`config.mk`:
```
export PLATFORM = sky130hd
export DESIGN_NAME = nvw_top
export DESIGN_NICKNAME = d
export VERILOG_FILES = /design/src/nvw_pkg.sv /design/src/nvw_seq_if.sv /design/src/nvw_unlock.sv /design/src/nvw_timer.sv /design/src/nvw_top.sv
export VERILOG_INCLUDE_DIRS = /design/src
export SDC_FILE = /design/constraint.sdc
export NUM_CORES = 1
export LEC_CHECK = 0
export ABC_CLOCK_PERIOD_IN_PS = 4600
export CELL_PAD_IN_SITES_DETAIL_PLACEMENT = 0
export CELL_PAD_IN_SITES_GLOBAL_PLACEMENT = 1
export CORE_UTILIZATION = 51
export DETAILED_ROUTE_END_ITERATION = 7
export DONT_BUFFER_PORTS = 1
export PLACE_DENSITY = 0.93
export SYNTH_ARGS = -nofsm -noshare
export SYNTH_HDL_FRONTEND = slang
export SYNTH_SLANG_ARGS = --single-unit
```
`constraint.sdc`:
```
create_clock -name aclk -period 4.6 [get_ports aclk]
set_input_delay 0.23 -clock aclk [delete_from_list [all_inputs] [get_ports aclk]]
set_output_delay 0.23 -clock aclk [all_outputs]
set_load 0.05 [all_outputs]
```
`src/nvw_cfg.svh`:
```
// offsets, field positions, reset values and timing for the nv write control block
`ifndef NVW_CFG_SVH
`define NVW_CFG_SVH
// ------------------------------------------------------------
// register byte offsets
// ------------------------------------------------------------
`define NVW_OFF_ADDR_HI 8'h00
`define NVW_OFF_ADDR_LO 8'h04
`define NVW_OFF_DATA 8'h08
`define NVW_OFF_CTRL 8'h0C
`define NVW_OFF_KEY 8'h10
`define NVW_OFF_STAT 8'h14
`define NVW_OFF_PROT 8'h18
// ------------------------------------------------------------
// nv_control fields
// ------------------------------------------------------------
`define NVW_CTL_PGM_SEL 7
`define NVW_CTL_CFG_SEL 6
`define NVW_CTL_WRITE_EN 2
`define NVW_CTL_WR 1
// ------------------------------------------------------------
// status and protect fields
// ------------------------------------------------------------
`define NVW_ST_DONE 0
`define NVW_ST_PWRT 1
`define NVW_ST_BUSY 2
`define NVW_PR_EN 0
// ------------------------------------------------------------
// key values, reset values, responses
// ------------------------------------------------------------
`define NVW_KEY_1 8'h55
`define NVW_KEY_2 8'hAA
`define NVW_RST_BYTE 8'h00
`define NVW_RESP_OK 2'h0
`define NVW_RESP_ERR 2'h2
// ------------------------------------------------------------
// timing
// ------------------------------------------------------------
`define NVW_CLK_NS 8
`define NVW_PWRT_MS 72
`define NVW_PWRT_CYC (`NVW_PWRT_MS * 1000000 / `NVW_CLK_NS)
`define NVW_WRCYC_CYC 1000
`endif

```
`src/nvw_pkg.sv`:
```
// types shared by the nv write control modules
`default_nettype none
package nvw_pkg;
  typedef enum logic [1:0] {UNL_IDLE, UNL_GOT_FIRST, UNL_ARMED} nvw_unl_t;
endpackage : nvw_pkg
`default_nettype wire

```
`src/nvw_seq_if.sv`:
```
// unlock tracker link between the register file and the sequence tracker
`timescale 1ns/1ns
`default_nettype none
interface nvw_seq_if;
  logic acc;
  logic key_wr;
  logic [7:0] key_val;
  logic armed;
  modport trk (input acc, input key_wr, input key_val, output armed);
  modport regs (output acc, output key_wr, output key_val, input armed);
endinterface : nvw_seq_if
`default_nettype wire

```
`src/nvw_unlock.sv`:
```
// unlock sequence tracker: key one, key two, then arm for one access
`timescale 1ns/1ns
`default_nettype none
`include "nvw_cfg.svh"
module nvw_unlock (
  // clock and reset
  input wire logic aclk,
  input wire logic aresetn,
  // register file side
  nvw_seq_if.trk seq
);
  nvw_pkg::nvw_unl_t st_q;

  // ------------------------------------------------------------
  // sequence state
  // ------------------------------------------------------------
  always_ff @(posedge aclk) begin
    if (!aresetn) begin
      st_q <= nvw_pkg::UNL_IDLE;
    end else if (seq.acc) begin
      case (st_q)
        nvw_pkg::UNL_IDLE: begin
          if (seq.key_wr && seq.key_val == `NVW_KEY_1) st_q <= nvw_pkg::UNL_GOT_FIRST; // RULE_02
        end
        nvw_pkg::UNL_GOT_FIRST: begin
          if (seq.key_wr && seq.key_val == `NVW_KEY_2) st_q <= nvw_pkg::UNL_ARMED; // RULE_02
          else st_q <= nvw_pkg::UNL_IDLE; // RULE_20
        end
        // the access seen while armed is the start attempt or a deviation
        default: st_q <= nvw_pkg::UNL_IDLE; // RULE_20
      endcase
    end
  end

  assign seq.armed = (st_q == nvw_pkg::UNL_ARMED);
endmodule : nvw_unlock
`default_nettype wire

```
`src/nvw_timer.sv`:
```
// down counter timing one interval, optionally running from reset
`timescale 1ns/1ns
`default_nettype none
module nvw_timer #(
  parameter int unsigned CYCLES = 1000,
  parameter bit RUN_AT_RESET = 1'b0
) (
  // clock and reset
  input wire logic aclk,
  input wire logic aresetn,
  // control
  input wire logic start,
  output logic busy,
  output logic done
);
  localparam int W = $clog2(CYCLES + 1);
  localparam logic [W-1:0] LOAD = W'(CYCLES);
  localparam logic [W-1:0] RST_CNT = RUN_AT_RESET ? LOAD : '0;
  logic [W-1:0] cnt_q;

  always_ff @(posedge aclk) begin
    if (!aresetn) begin
      cnt_q <= RST_CNT;
    end else if (start && cnt_q == '0) begin
      cnt_q <= LOAD;
    end else if (cnt_q != '0) begin
      cnt_q <= cnt_q - W'(1);
    end
  end

  assign busy = (cnt_q != '0);
  assign done = (cnt_q == W'(1));
endmodule : nvw_timer
`default_nettype wire

```
`src/nvw_top.sv`:
```
// data eeprom write control with axi4-lite register access
//
// Local design decisions: register access over AXI4-Lite and the address map.
`timescale 1ns/1ns
`default_nettype none
`include "nvw_cfg.svh"
// Contract
// RULE_01: software loads both address registers and the data byte before starting.
// RULE_02: write starts only after key 55h, key AAh, then write-start, per byte.
// RULE_03: software should disable interrupts around the unlock-and-start sequence.
// RULE_04: write-start is refused unless write-enable was already set.
// RULE_05: one write setting write-enable and write-start together starts nothing.
// RULE_06: hardware never changes write-enable when a cycle completes.
// RULE_07: software keeps write-enable clear except while updating, clears after completion.
// RULE_08: while a cycle runs, control, address and data registers ignore writes.
// RULE_09: at cycle end hardware clears write-start and sets the done flag.
// RULE_10: only software clears the done flag; it may be polled.
// RULE_11: reset clears write-enable.
// RULE_12: no write may start while the power-up timer runs, nominally 72 ms.
// RULE_13: protection enabled disables external programming access to the array.
// RULE_14: the processor can always read and write, whatever the protection setting.
// RULE_15: software may read back each written location to verify it.
// RULE_16: software refreshes the whole array if values are rarely rewritten.
// RULE_17: software clears both memory-select bits before unlocking.
// RULE_18: program-memory select is control bit 7, config-space select bit 6.
// RULE_19: software only sets write-start; writing zero has no effect.
// RULE_20: any access other than the next expected step returns the tracker to idle.
// RULE_21: write cycle length is a parameter; start bit and lock hold throughout.
module nvw_top #(
  parameter int unsigned ADDR_HI_W = 2,
  parameter int unsigned PWRT_CYCLES = `NVW_PWRT_CYC,
  parameter int unsigned WRCYC_CYCLES = `NVW_WRCYC_CYC
) (
  // clock and reset
  input wire logic aclk,
  input wire logic aresetn,
  // axi4-lite write address
  input wire logic [7:0] s_axi_awaddr,
  input wire logic s_axi_awvalid,
  output logic s_axi_awready,
  // axi4-lite write data
  input wire logic [31:0] s_axi_wdata,
  input wire logic [3:0] s_axi_wstrb,
  input wire logic s_axi_wvalid,
  output logic s_axi_wready,
  // axi4-lite write response
  output logic [1:0] s_axi_bresp,
  output logic s_axi_bvalid,
  input wire logic s_axi_bready,
  // axi4-lite read address
  input wire logic [7:0] s_axi_araddr,
  input wire logic s_axi_arvalid,
  output logic s_axi_arready,
  // axi4-lite read data
  output logic [31:0] s_axi_rdata,
  output logic [1:0] s_axi_rresp,
  output logic s_axi_rvalid,
  input wire logic s_axi_rready,
  // array write port
  output logic nv_mem_wr_q,
  output logic [ADDR_HI_W+7:0] nv_mem_addr_q,
  output logic [7:0] nv_mem_data_q,
  // external programming interface gate
  output logic ext_access_en_q
);
  // ------------------------------------------------------------
  // registers
  // ------------------------------------------------------------
  logic aw_rdy_q;
  logic w_rdy_q;
  logic b_vld_q;
  logic [1:0] b_resp_q;
  logic ar_rdy_q;
  logic r_vld_q;
  logic [1:0] r_resp_q;
  logic [31:0] r_data_q;
  logic [7:0] aw_addr_q;
  logic [31:0] w_data_q;
  logic w_lane0_q;
  logic [ADDR_HI_W-1:0] addr_hi_q;
  logic [7:0] addr_lo_q;
  logic [7:0] data_q;
  logic pgm_sel_q;
  logic cfg_sel_q;
  logic write_enable_q;
  logic wr_q;
  logic done_q;
  logic prot_q;

  // ------------------------------------------------------------
  // access decode
  // ------------------------------------------------------------
  logic wr_fire;
  logic rd_fire;
  logic wr_lane;
  logic wr_hit;
  logic wr_ctl;
  logic start_ok;
  logic start_go;
  logic cyc_busy;
  logic cyc_done;
  logic pwrt_busy;
  logic wr_mapped;
  logic rd_mapped;
  logic [31:0] rd_val;

  nvw_seq_if seq ();

  assign wr_fire = !aw_rdy_q && !w_rdy_q && !b_vld_q;
  assign rd_fire = s_axi_arvalid && ar_rdy_q;
  assign wr_lane = wr_fire && w_lane0_q;
  assign wr_ctl = wr_lane && aw_addr_q == `NVW_OFF_CTRL;
  assign wr_hit = wr_lane && !cyc_busy && !wr_q;

  // start needs armed tracker, previously set enable, idle cycle, expired power-up timer
  assign start_ok = seq.armed && write_enable_q && !wr_q && !pwrt_busy; // RULE_04 RULE_05 RULE_12
  assign start_go = wr_ctl && w_data_q[`NVW_CTL_WR] && start_ok; // RULE_02

  // both bus reads and writes count as accesses for the tracker
  assign seq.acc = wr_fire || rd_fire; // RULE_20
  assign seq.key_wr = wr_lane && aw_addr_q == `NVW_OFF_KEY;
  assign seq.key_val = w_data_q[7:0];

  always_comb begin
    case (aw_addr_q)
      `NVW_OFF_ADDR_HI, `NVW_OFF_ADDR_LO, `NVW_OFF_DATA, `NVW_OFF_CTRL,
      `NVW_OFF_KEY, `NVW_OFF_STAT, `NVW_OFF_PROT: wr_mapped = 1'b1;
      default: wr_mapped = 1'b0;
    endcase
  end

  always_comb begin
    rd_val = 32'h0000_0000;
    rd_mapped = 1'b1;
    case (s_axi_araddr)
      `NVW_OFF_ADDR_HI: rd_val[ADDR_HI_W-1:0] = addr_hi_q;
      `NVW_OFF_ADDR_LO: rd_val[7:0] = addr_lo_q;
      `NVW_OFF_DATA: rd_val[7:0] = data_q;
      `NVW_OFF_CTRL: begin
        rd_val[`NVW_CTL_PGM_SEL] = pgm_sel_q;
        rd_val[`NVW_CTL_CFG_SEL] = cfg_sel_q;
        rd_val[`NVW_CTL_WRITE_EN] = write_enable_q;
        rd_val[`NVW_CTL_WR] = wr_q;
      end
      // key register is not physical and reads as zero
      `NVW_OFF_KEY: rd_val = 32'h0000_0000;
      `NVW_OFF_STAT: begin
        rd_val[`NVW_ST_DONE] = done_q; // RULE_10
        rd_val[`NVW_ST_PWRT] = pwrt_busy;
        rd_val[`NVW_ST_BUSY] = cyc_busy;
      end
      `NVW_OFF_PROT: rd_val[`NVW_PR_EN] = prot_q;
      default: rd_mapped = 1'b0;
    endcase
  end

  // ------------------------------------------------------------
  // axi write channels
  // ------------------------------------------------------------
  always_ff @(posedge aclk) begin
    if (!aresetn) begin
      aw_rdy_q <= 1'b1;
      aw_addr_q <= 8'h00;
    end else if (s_axi_awvalid && aw_rdy_q) begin
      aw_rdy_q <= 1'b0;
      aw_addr_q <= s_axi_awaddr;
    end else if (b_vld_q && s_axi_bready) begin
      aw_rdy_q <= 1'b1;
    end
  end

  always_ff @(posedge aclk) begin
    if (!aresetn) begin
      w_rdy_q <= 1'b1;
      w_data_q <= 32'h0000_0000;
      w_lane0_q <= 1'b0;
    end else if (s_axi_wvalid && w_rdy_q) begin
      w_rdy_q <= 1'b0;
      w_data_q <= s_axi_wdata;
      w_lane0_q <= s_axi_wstrb[0];
    end else if (b_vld_q && s_axi_bready) begin
      w_rdy_q <= 1'b1;
    end
  end

  always_ff @(posedge aclk) begin
    if (!aresetn) begin
      b_vld_q <= 1'b0;
      b_resp_q <= `NVW_RESP_OK;
    end else if (wr_fire) begin
      b_vld_q <= 1'b1;
      b_resp_q <= wr_mapped ? `NVW_RESP_OK : `NVW_RESP_ERR;
    end else if (b_vld_q && s_axi_bready) begin
      b_vld_q <= 1'b0;
    end
  end

  // ------------------------------------------------------------
  // axi read channels
  // ------------------------------------------------------------
  always_ff @(posedge aclk) begin
    if (!aresetn) begin
      ar_rdy_q <= 1'b1;
      r_vld_q <= 1'b0;
      r_resp_q <= `NVW_RESP_OK;
      r_data_q <= 32'h0000_0000;
    end else if (rd_fire) begin
      ar_rdy_q <= 1'b0;
      r_vld_q <= 1'b1;
      r_resp_q <= rd_mapped ? `NVW_RESP_OK : `NVW_RESP_ERR;
      r_data_q <= rd_val;
    end else if (r_vld_q && s_axi_rready) begin
      ar_rdy_q <= 1'b1;
      r_vld_q <= 1'b0;
    end
  end

  // ------------------------------------------------------------
  // address and data registers
  // ------------------------------------------------------------
  always_ff @(posedge aclk) begin
    if (!aresetn) begin
      addr_hi_q <= '0;
      addr_lo_q <= `NVW_RST_BYTE;
      data_q <= `NVW_RST_BYTE;
    end else if (wr_hit) begin // RULE_08
      if (aw_addr_q == `NVW_OFF_ADDR_HI) addr_hi_q <= w_data_q[ADDR_HI_W-1:0];
      if (aw_addr_q == `NVW_OFF_ADDR_LO) addr_lo_q <= w_data_q[7:0];
      if (aw_addr_q == `NVW_OFF_DATA) data_q <= w_data_q[7:0];
    end
  end

  // ------------------------------------------------------------
  // control register
  // ------------------------------------------------------------
  always_ff @(posedge aclk) begin
    if (!aresetn) begin
      pgm_sel_q <= 1'b0;
      cfg_sel_q <= 1'b0;
      write_enable_q <= 1'b0; // RULE_11
    end else if (wr_hit && wr_ctl) begin // RULE_08
      pgm_sel_q <= w_data_q[`NVW_CTL_PGM_SEL]; // RULE_18
      cfg_sel_q <= w_data_q[`NVW_CTL_CFG_SEL]; // RULE_18
      write_enable_q <= w_data_q[`NVW_CTL_WRITE_EN];
    end
  end

  // write-start: set only by an armed start, cleared only by cycle end
  always_ff @(posedge aclk) begin
    if (!aresetn) begin
      wr_q <= 1'b0;
    end else if (start_go) begin
      wr_q <= 1'b1; // RULE_02 RULE_19
    end else if (cyc_done) begin
      wr_q <= 1'b0; // RULE_09 RULE_06
    end
  end

  // done flag: set beats a same-cycle software clear
  always_ff @(posedge aclk) begin
    if (!aresetn) begin
      done_q <= 1'b0;
    end else if (cyc_done) begin
      done_q <= 1'b1; // RULE_09
    end else if (wr_lane && aw_addr_q == `NVW_OFF_STAT && w_data_q[`NVW_ST_DONE]) begin
      done_q <= 1'b0; // RULE_10
    end
  end

  // ------------------------------------------------------------
  // protection and array port
  // ------------------------------------------------------------
  always_ff @(posedge aclk) begin
    if (!aresetn) begin
      prot_q <= 1'b0;
      ext_access_en_q <= 1'b1;
    end else begin
      if (wr_lane && aw_addr_q == `NVW_OFF_PROT) prot_q <= w_data_q[`NVW_PR_EN];
      // only the external path is gated; the processor path is never checked
      ext_access_en_q <= !prot_q; // RULE_13 RULE_14
    end
  end

  always_ff @(posedge aclk) begin
    if (!aresetn) begin
      nv_mem_wr_q <= 1'b0;
      nv_mem_addr_q <= '0;
      nv_mem_data_q <= `NVW_RST_BYTE;
    end else begin
      // strobe only toward the data array; other memory spaces are not served here
      nv_mem_wr_q <= start_go && !pgm_sel_q && !cfg_sel_q; // RULE_14
      nv_mem_addr_q <= {addr_hi_q, addr_lo_q};
      nv_mem_data_q <= data_q;
    end
  end

  // ------------------------------------------------------------
  // submodules
  // ------------------------------------------------------------
  nvw_unlock u_unlock (
    .aclk(aclk),
    .aresetn(aresetn),
    .seq(seq.trk)
  );

  nvw_timer #(
    .CYCLES(WRCYC_CYCLES),
    .RUN_AT_RESET(1'b0)
  ) u_cycle (
    .aclk(aclk),
    .aresetn(aresetn),
    .start(start_go), // RULE_21
    .busy(cyc_busy),
    .done(cyc_done)
  );

  nvw_timer #(
    .CYCLES(PWRT_CYCLES),
    .RUN_AT_RESET(1'b1)
  ) u_pwrt (
    .aclk(aclk),
    .aresetn(aresetn),
    .start(1'b0),
    .busy(pwrt_busy), // RULE_12
    .done()
  );

  // ------------------------------------------------------------
  // outputs
  // ------------------------------------------------------------
  assign s_axi_awready = aw_rdy_q;
  assign s_axi_wready = w_rdy_q;
  assign s_axi_bvalid = b_vld_q;
  assign s_axi_bresp = b_resp_q;
  assign s_axi_arready = ar_rdy_q;
  assign s_axi_rvalid = r_vld_q;
  assign s_axi_rresp = r_resp_q;
  assign s_axi_rdata = r_data_q;
endmodule : nvw_top
`default_nettype wire

```
# Yosys cells after proc, flatten, opt, wreduce, memory -nomap -nowiden
# Cells that the tools add are included.
# W data, S select, Z words.
[classes] addsub=2 n_eq_ne=18 n_mux=27 n_bitwise=1 reduce_logical=56
[op_table] operator="$eq A8 B5 Y1 const B" n=6
[op_table] operator="$eq A8 B4 Y1 const B" n=4
[op_table] operator="$logic_and A1 B1 Y1" n=26
[op_table] operator="$reduce_bool A24 Y1" n=1
[op_table] operator="$sub A24 B1 Y24 const B" n=1
[op_table] operator="$mux W10" n=2
[op_table] operator="$eq A8 B3 Y1 const B" n=2
[op_table] operator="$logic_not A8 Y1" n=2
[op_table] operator="$mux W1" n=15
[op_table] operator="$reduce_bool A2 Y1" n=7
[op_table] operator="$reduce_or A7 Y1" n=2
[op_table] operator="$eq A10 B1 Y1 const B" n=1
[op_table] operator="$logic_not A10 Y1" n=1
[op_table] operator="$pmux W1 S5" n=2
[op_table] operator="$reduce_bool A10 Y1" n=1
[op_table] operator="$sub A10 B1 Y10 const B" n=1
[op_table] operator="$logic_not A1 Y1" n=9
[op_table] operator="$eq A8 B7 Y1 const B" n=1
[op_table] operator="$eq A8 B8 Y1 const B" n=1
[op_table] operator="$mux W2" n=4
[op_table] operator="$reduce_and A2 Y1" n=4
[op_table] operator="$pmux W2 S3" n=1
[op_table] operator="$pmux W3 S2" n=1
[op_table] operator="$pmux W1 S4" n=1
[op_table] operator="8 further kinds" n=8
[totals] register_bits=114 out_inout_bits=61

# Longest topological paths before layout
[depth] ltp_word=9 ltp_mapped=8 ltp_nobuf=7

# Modules after synthesis
# A second synthesis with hierarchy kept.
[hier_totals] hier_cells=577 hier_area_um2=5132.4
[modules_own_cells] module="nvw_top" seq_area_each_um2=1521.5 n_inst=1 area_each_um2=3111.7 cells_each=343
[modules_own_cells] module="nvw_timer (u_pwrt)" seq_area_each_um2=480.5 n_inst=1 area_each_um2=1308.8 cells_each=153
[modules_own_cells] module="nvw_timer (u_cycle)" seq_area_each_um2=200.2 n_inst=1 area_each_um2=560.5 cells_each=64
[modules_own_cells] module="nvw_unlock" seq_area_each_um2=40.0 n_inst=1 area_each_um2=151.4 cells_each=17

# Worst setup path before layout
# No wires, ideal clock.
[synth_timing] kind="register -> register" startpoint="reg b_vld_q, in the netlist s_axi_bvalid" endpoint="reg u_cycle.cnt_q[1]" setup_slack_ns=2.649 n_path_buf=0 arrival_ns=1.836 path_stages_with_launch=6 setup_ns=0.115 path_cell_list="dfxtp_1 -> nor3_2 -> nand4_1 -> nor4_4 -> o22ai_1 -> and2_1"
[synth_via] elab_chain_cells=8
[synth_lines] element="start: declaration" line="nvw_top.sv:71" source="logic b_vld_q;"
[synth_lines] element="start signal: assignment" line="nvw_top.sv:188" source="b_vld_q <= 1'b0;"
[synth_lines] element="start signal: assignment" line="nvw_top.sv:191" source="b_vld_q <= 1'b1;"
[synth_lines] element="start signal: assignment" line="nvw_top.sv:194" source="b_vld_q <= 1'b0;"
[synth_lines] element="$logic_not A1 Y1" line="nvw_top.sv:109" source="assign wr_fire = !aw_rdy_q && !w_rdy_q && !b_vld_q;"
[synth_lines] element="$logic_and A1 B1 Y1" line="nvw_top.sv:109"
[synth_lines] element="$logic_and A1 B1 Y1" line="nvw_top.sv:111" source="assign wr_lane = wr_fire && w_lane0_q;"
[synth_lines] element="$logic_and A1 B1 Y1 (no line)"
[synth_lines] element="$logic_and A1 B1 Y1 (2 in a row)" line="nvw_top.sv:117" source="assign start_go = wr_ctl && w_data_q[`NVW_CTL_WR] && start_ok;"
[synth_lines] element="$logic_and A1 B1 Y1" line="nvw_timer.sv:24" source="end else if (start && cnt_q == '0) begin"
[synth_lines] element="$reduce_or A2 Y1 (no line)"
[synth_lines] element="end signal: assignment" line="nvw_timer.sv:27" source="cnt_q <= cnt_q - W'(1);"
[synth_lines] element="end: declaration" line="nvw_timer.sv:19" source="logic [W-1:0] cnt_q;"
# No other way between the ends.
# A chain may end at the register's enable or synchronous reset.

# Final worst setup path
[layout_timing] startpoint="reg u_cycle.cnt_q[5]" endpoint="reg data_q[2]"
[layout_via] elab_chain_cells=5
[layout_lines] element="$reduce_bool A10 Y1" line="nvw_timer.sv:31" source="assign busy = (cnt_q != '0);"
[layout_lines] element="$logic_not A1 Y1" line="nvw_top.sv:113" source="assign wr_hit = wr_lane && !cyc_busy && !wr_q;"
[layout_lines] element="$logic_and A1 B1 Y1 (2 in a row)" line="nvw_top.sv:113"
[layout_lines] element="$reduce_and A2 Y1 (no line)"
[layout_lines] element="end signal: assignment" line="nvw_top.sv:225" source="data_q <= `NVW_RST_BYTE;"
[layout_lines] element="end signal: assignment" line="nvw_top.sv:229" source="if (aw_addr_q == `NVW_OFF_DATA) data_q <= w_data_q[7:0];"
[layout_lines] element="end: declaration" line="nvw_top.sv:82" source="logic [7:0] data_q;"
# No other way between the ends.

==> key figures <==
Status
  – Status: complete, no violations

Critical path
  – Largest fanout on the critical path: 9
  – Worst path top cell family by delay: simple AND/OR/NAND/NOR gates
  – CP Capture Type: register
  – Worst Path Required: a little under 5 ns
  – Worst reg2reg setup slack: ~2.1 ns
  – Crit-path slowest cell: and3_1
  – Reg-to-Reg Start: u_cycle.cnt_q[5]
  – Cell repeated most along the worst path: nor4_1
  – Reg2Reg Depth: 5
  – Critical Path, Cell by Cell: nor4_1, nand3_2, nor4_1, and3_1, mux2i_1
  – R2r endpoint: data_q[2]
  – Type of the worst setup path: reg -> reg
  – Crit start category: register
  – Worst Path Arrival: 2.82 ns
  – CP max stage delay: approximately 0.59 ns
  – Bufs and invs on worst path: 0

Logic synthesis
  – Prevailing post-synth register cell: dfxtp_1
  – EDFF count, synth: 0
  – Avg Inst Size Synth: ~9.0 sq um
  – Top cell type's share of synthesized area: between 40% and 50%
  – Sequential cell area fraction in the yosys report: between 40% and 50%
  – Cells after Synth: 557
  – Warnings from Yosys: 0
  – Post-Synthesis Cell Area: ~0.005 sq mm
  – #FFs+latches synth: around 110
  – Post-synth ARST share: 0%
  – Cell taking the most area after synthesis: dfxtp_1
  – Unique masters post-synth: 58
  – Synth area leaders: dfxtp_1 (45%), nand2_1 (7.3%), mux2i_1 (4.8%)

Timing
  – Worst-Margin Slew: between 0.6 and 0.7 ns
  – Slew headroom: a little over half
  – Fin crit period: 2.50 ns
  – Final Skew: 0.0185 ns
  – Tcrit/Tclk final: 54.4%
  – Setup TNS Final: 0 ns
  – Max Slew Vio Count: 0
  – RSZ-0062 raised after global routing: false
  – Max Fclk: 0.399 GHz
  – Final Hold Fails: 0
  – Final setup fails: 0
  – Fin Hold WS: 0.0218 ns
  – PnR worst setup slack: approximately 2.1 ns

Drt
  – Metal-1 WL: about 4700 um
  – Highest routed metal layer: met4
  – Via-to-Cell Ratio: around 5.5
  – Routed vias: between 3000 and 4000
  – Starting DRT DRC Count: 150
  – Drt pass-1 iters: 4
  – Routed wire length: around 11000 um
  – WL met3: 516 um
  – DRC: 0
  – Routed Antenna Nets: 0
  – WL/cell: between 15 and 20 um
  – Routed wl met2: about 5200 um

Worst hold path
  – Hold Startpoint: aresetn
  – Hold Path Sink: u_pwrt.cnt_q[22]
  – Hold Path Cell Cnt: 2
  – Hold Crit Class: in -> reg

Clock tree
  – Clk buf depth: 2
  – CTS root buf: clkbuf_8
  – H-tree depth: 3
  – Clk slew on worst S/H paths: approximately 0.11 ns
  – CTS tree: built
  – Total CTS buffers: 9
  – CTS sink count: about 110
  – Post-CTS Setup Bufs: 0
  – Worst skew pair latency: ~0.39 ns

Power
  – Maximum vdd drop: slightly below 0.2 mV
  – Comb pwr share: 19.9%
  – Internal power: roughly 1.4 mW
  – Net Sw Power: approximately 0.75 mW
  – Power Density: 404 mW/mm^2
  – Tot Pwr: 2.19 mW
  – Sequential Power Share: just over 50%
  – P_leak: roughly 2.1 nW
  – Power share of the clock group: ~28%
  – Switch share: between 30 and 40%

Floorplan
  – Initial Util: 53.4%
  – Top Ports: 120
  – Core box area: about 0.0094 sq mm
  – Die Footprint: roughly 0.01 sq mm
  – Die X: about 100 um
  – Row cnt: 35
  – Die Y: between 100 and 150 um

Cells and area
  – ANT cells: 0
  – Commonest non-fill, non-tap cell in the layout: dfxtp_1
  – Final nets: about 630
  – FF+latch area: 0.00224 sq mm
  – Fraction of layout cells with a size suffix above 1: under 10%
  – Final core occ: slightly below 60%
  – Fill cells: 878
  – Synthesis-to-finish area growth: 8.17%
  – Most frequent cells in the layout: dfxtp_1 (112), nand2_1 (97), a21boi_0 (29), conb_1 (26), nor2_1 (25)
  – Multi-input combinational cell area: around 0.0025 sq mm

Flow run
  – Maxcap violations: 0

GRT
  – Initial antenna violation count: 0
  – Global route overflow: 0
  – First-pass GRT wire length: around 17000 um
  – Vias in the first global route: between 3000 and 4000
  – Gr usage total: between 20% and 30%
  – Largest net degree at the start of global routing: between 80 and 90

Placement
  – DP HPWL: around 7300 um
  – GP Congestion: 0.791
  – Pre-CTS setup slack: ~2.1 ns
  – IO Port Bufs: 0
repair_timing:
item	4_1_cts	5_1_grt
hold buffers	20	0
gates resized for setup	0	0
setup endpoints to repair	0	0
hold endpoints to repair	82	0
power groups by stage:
stage / logic, mW / registers [mW] / clock network [mW]
3_3_place_gp: 0.392 / 1.15 / 0
6_report: 0.435 / 1.13 / 0.620
4_1_cts: 0.434 / 1.13 / 0.635
3_5_place_dp: 0.405 / 1.15 / 0
5_1_grt: 0.483 / 1.14 / 0.670
2_1_floorplan: 0.375 / 1.13 / 0
synthesized netlist by cell type (6+ instances only):
library cell and n:
and2_1 13, nand2_1 97, nor4_1 6, xnor2_1 10, clkbuf_1 17, dfxtp_1 112, nor2_1 25, nor3_1 14
nand3_1 12, a21boi_0 29, o21ai_0 21, nand4_1 6, nand2b_1 7, mux2i_1 24, a21oi_1 12, nor2b_1 13
buf_4 26, inv_1 22
worst register-to-register path, cell delays in order (launching register included):
cell,delay [ns]
dfxtp_1,0.38
nor4_1,0.50
nand3_2,0.32
nor4_1,0.41
and3_1,0.59
mux2i_1,0.24
kinds of logic after synthesis:
group / synth area share [%]
simple gates: 24.7
fa+ha+maj: 1.25
mux: 6.15
xor+xnor: 2.27
flops: 44.8
other cells: 0.0749
buf+inv: 7.34
compound gates: 13.4
flip-flops by register name (all words and copies together), names as in the netlist, 2 cells and up:
| name | flops |
|---|---|
| u_pwrt.cnt_q | 24 |
| nv_mem_addr_q | 10 |
| u_cycle.cnt_q | 10 |
| addr_lo_q | 8 |
| aw_addr_q | 8 |
| data_q | 8 |
| nv_mem_data_q | 8 |
| s_axi_rdata | 8 |
| w_data_q | 8 |
| addr_hi_q | 2 |
| u_unlock.st_q | 2 |
layout make-up:
| type | instances | share of cell area [%] |
|---|---|---|
| multi-input combinational | 402 | 46.0 |
| inverter | 23 | 1.59 |
| timing repair buffer | 20 | 4.02 |
| sequential | 112 | 41.4 |
| tap | 129 | 2.98 |
| clock buffer | 9 | 2.29 |
| clock inverter | 7 | 1.73 |
layer usage:
| metal | GRT usage [%] | vias to the layer above |
|---|---|---|
| met3 | 4.51 | 8 |
| li1 | - | 1905 |
| met2 | 37.4 | 111 |
| met1 | 25.8 | 1802 |
| met5 | 0 | - |
| met4 | 7.47 | 0 |
how the worst max path moves through the flow:
| stage | start | end | cells after the start |
|---|---|---|---|
| 3_3_place_gp | u_cycle.cnt_q[5] | data_q[2] | 5 |
| 2_1_floorplan | s_axi_bvalid | u_cycle.cnt_q[1] | 5 |
| 4_1_cts | u_cycle.cnt_q[5] | data_q[2] | 5 |
| 3_5_place_dp | u_cycle.cnt_q[5] | data_q[1] | 5 |
| 5_1_grt | u_cycle.cnt_q[5] | data_q[6] | 5 |
| 6_report | u_cycle.cnt_q[5] | data_q[2] | 5 |
through the flow:
stage	std cells	cell area [sq um]
floorplan	582	5100
global placement	666	4980
detailed placement	666	4980
CTS	702	5420
global route	702	5420
finish	702	5420
No activity file was read; power rests on OpenSTA's default activity.
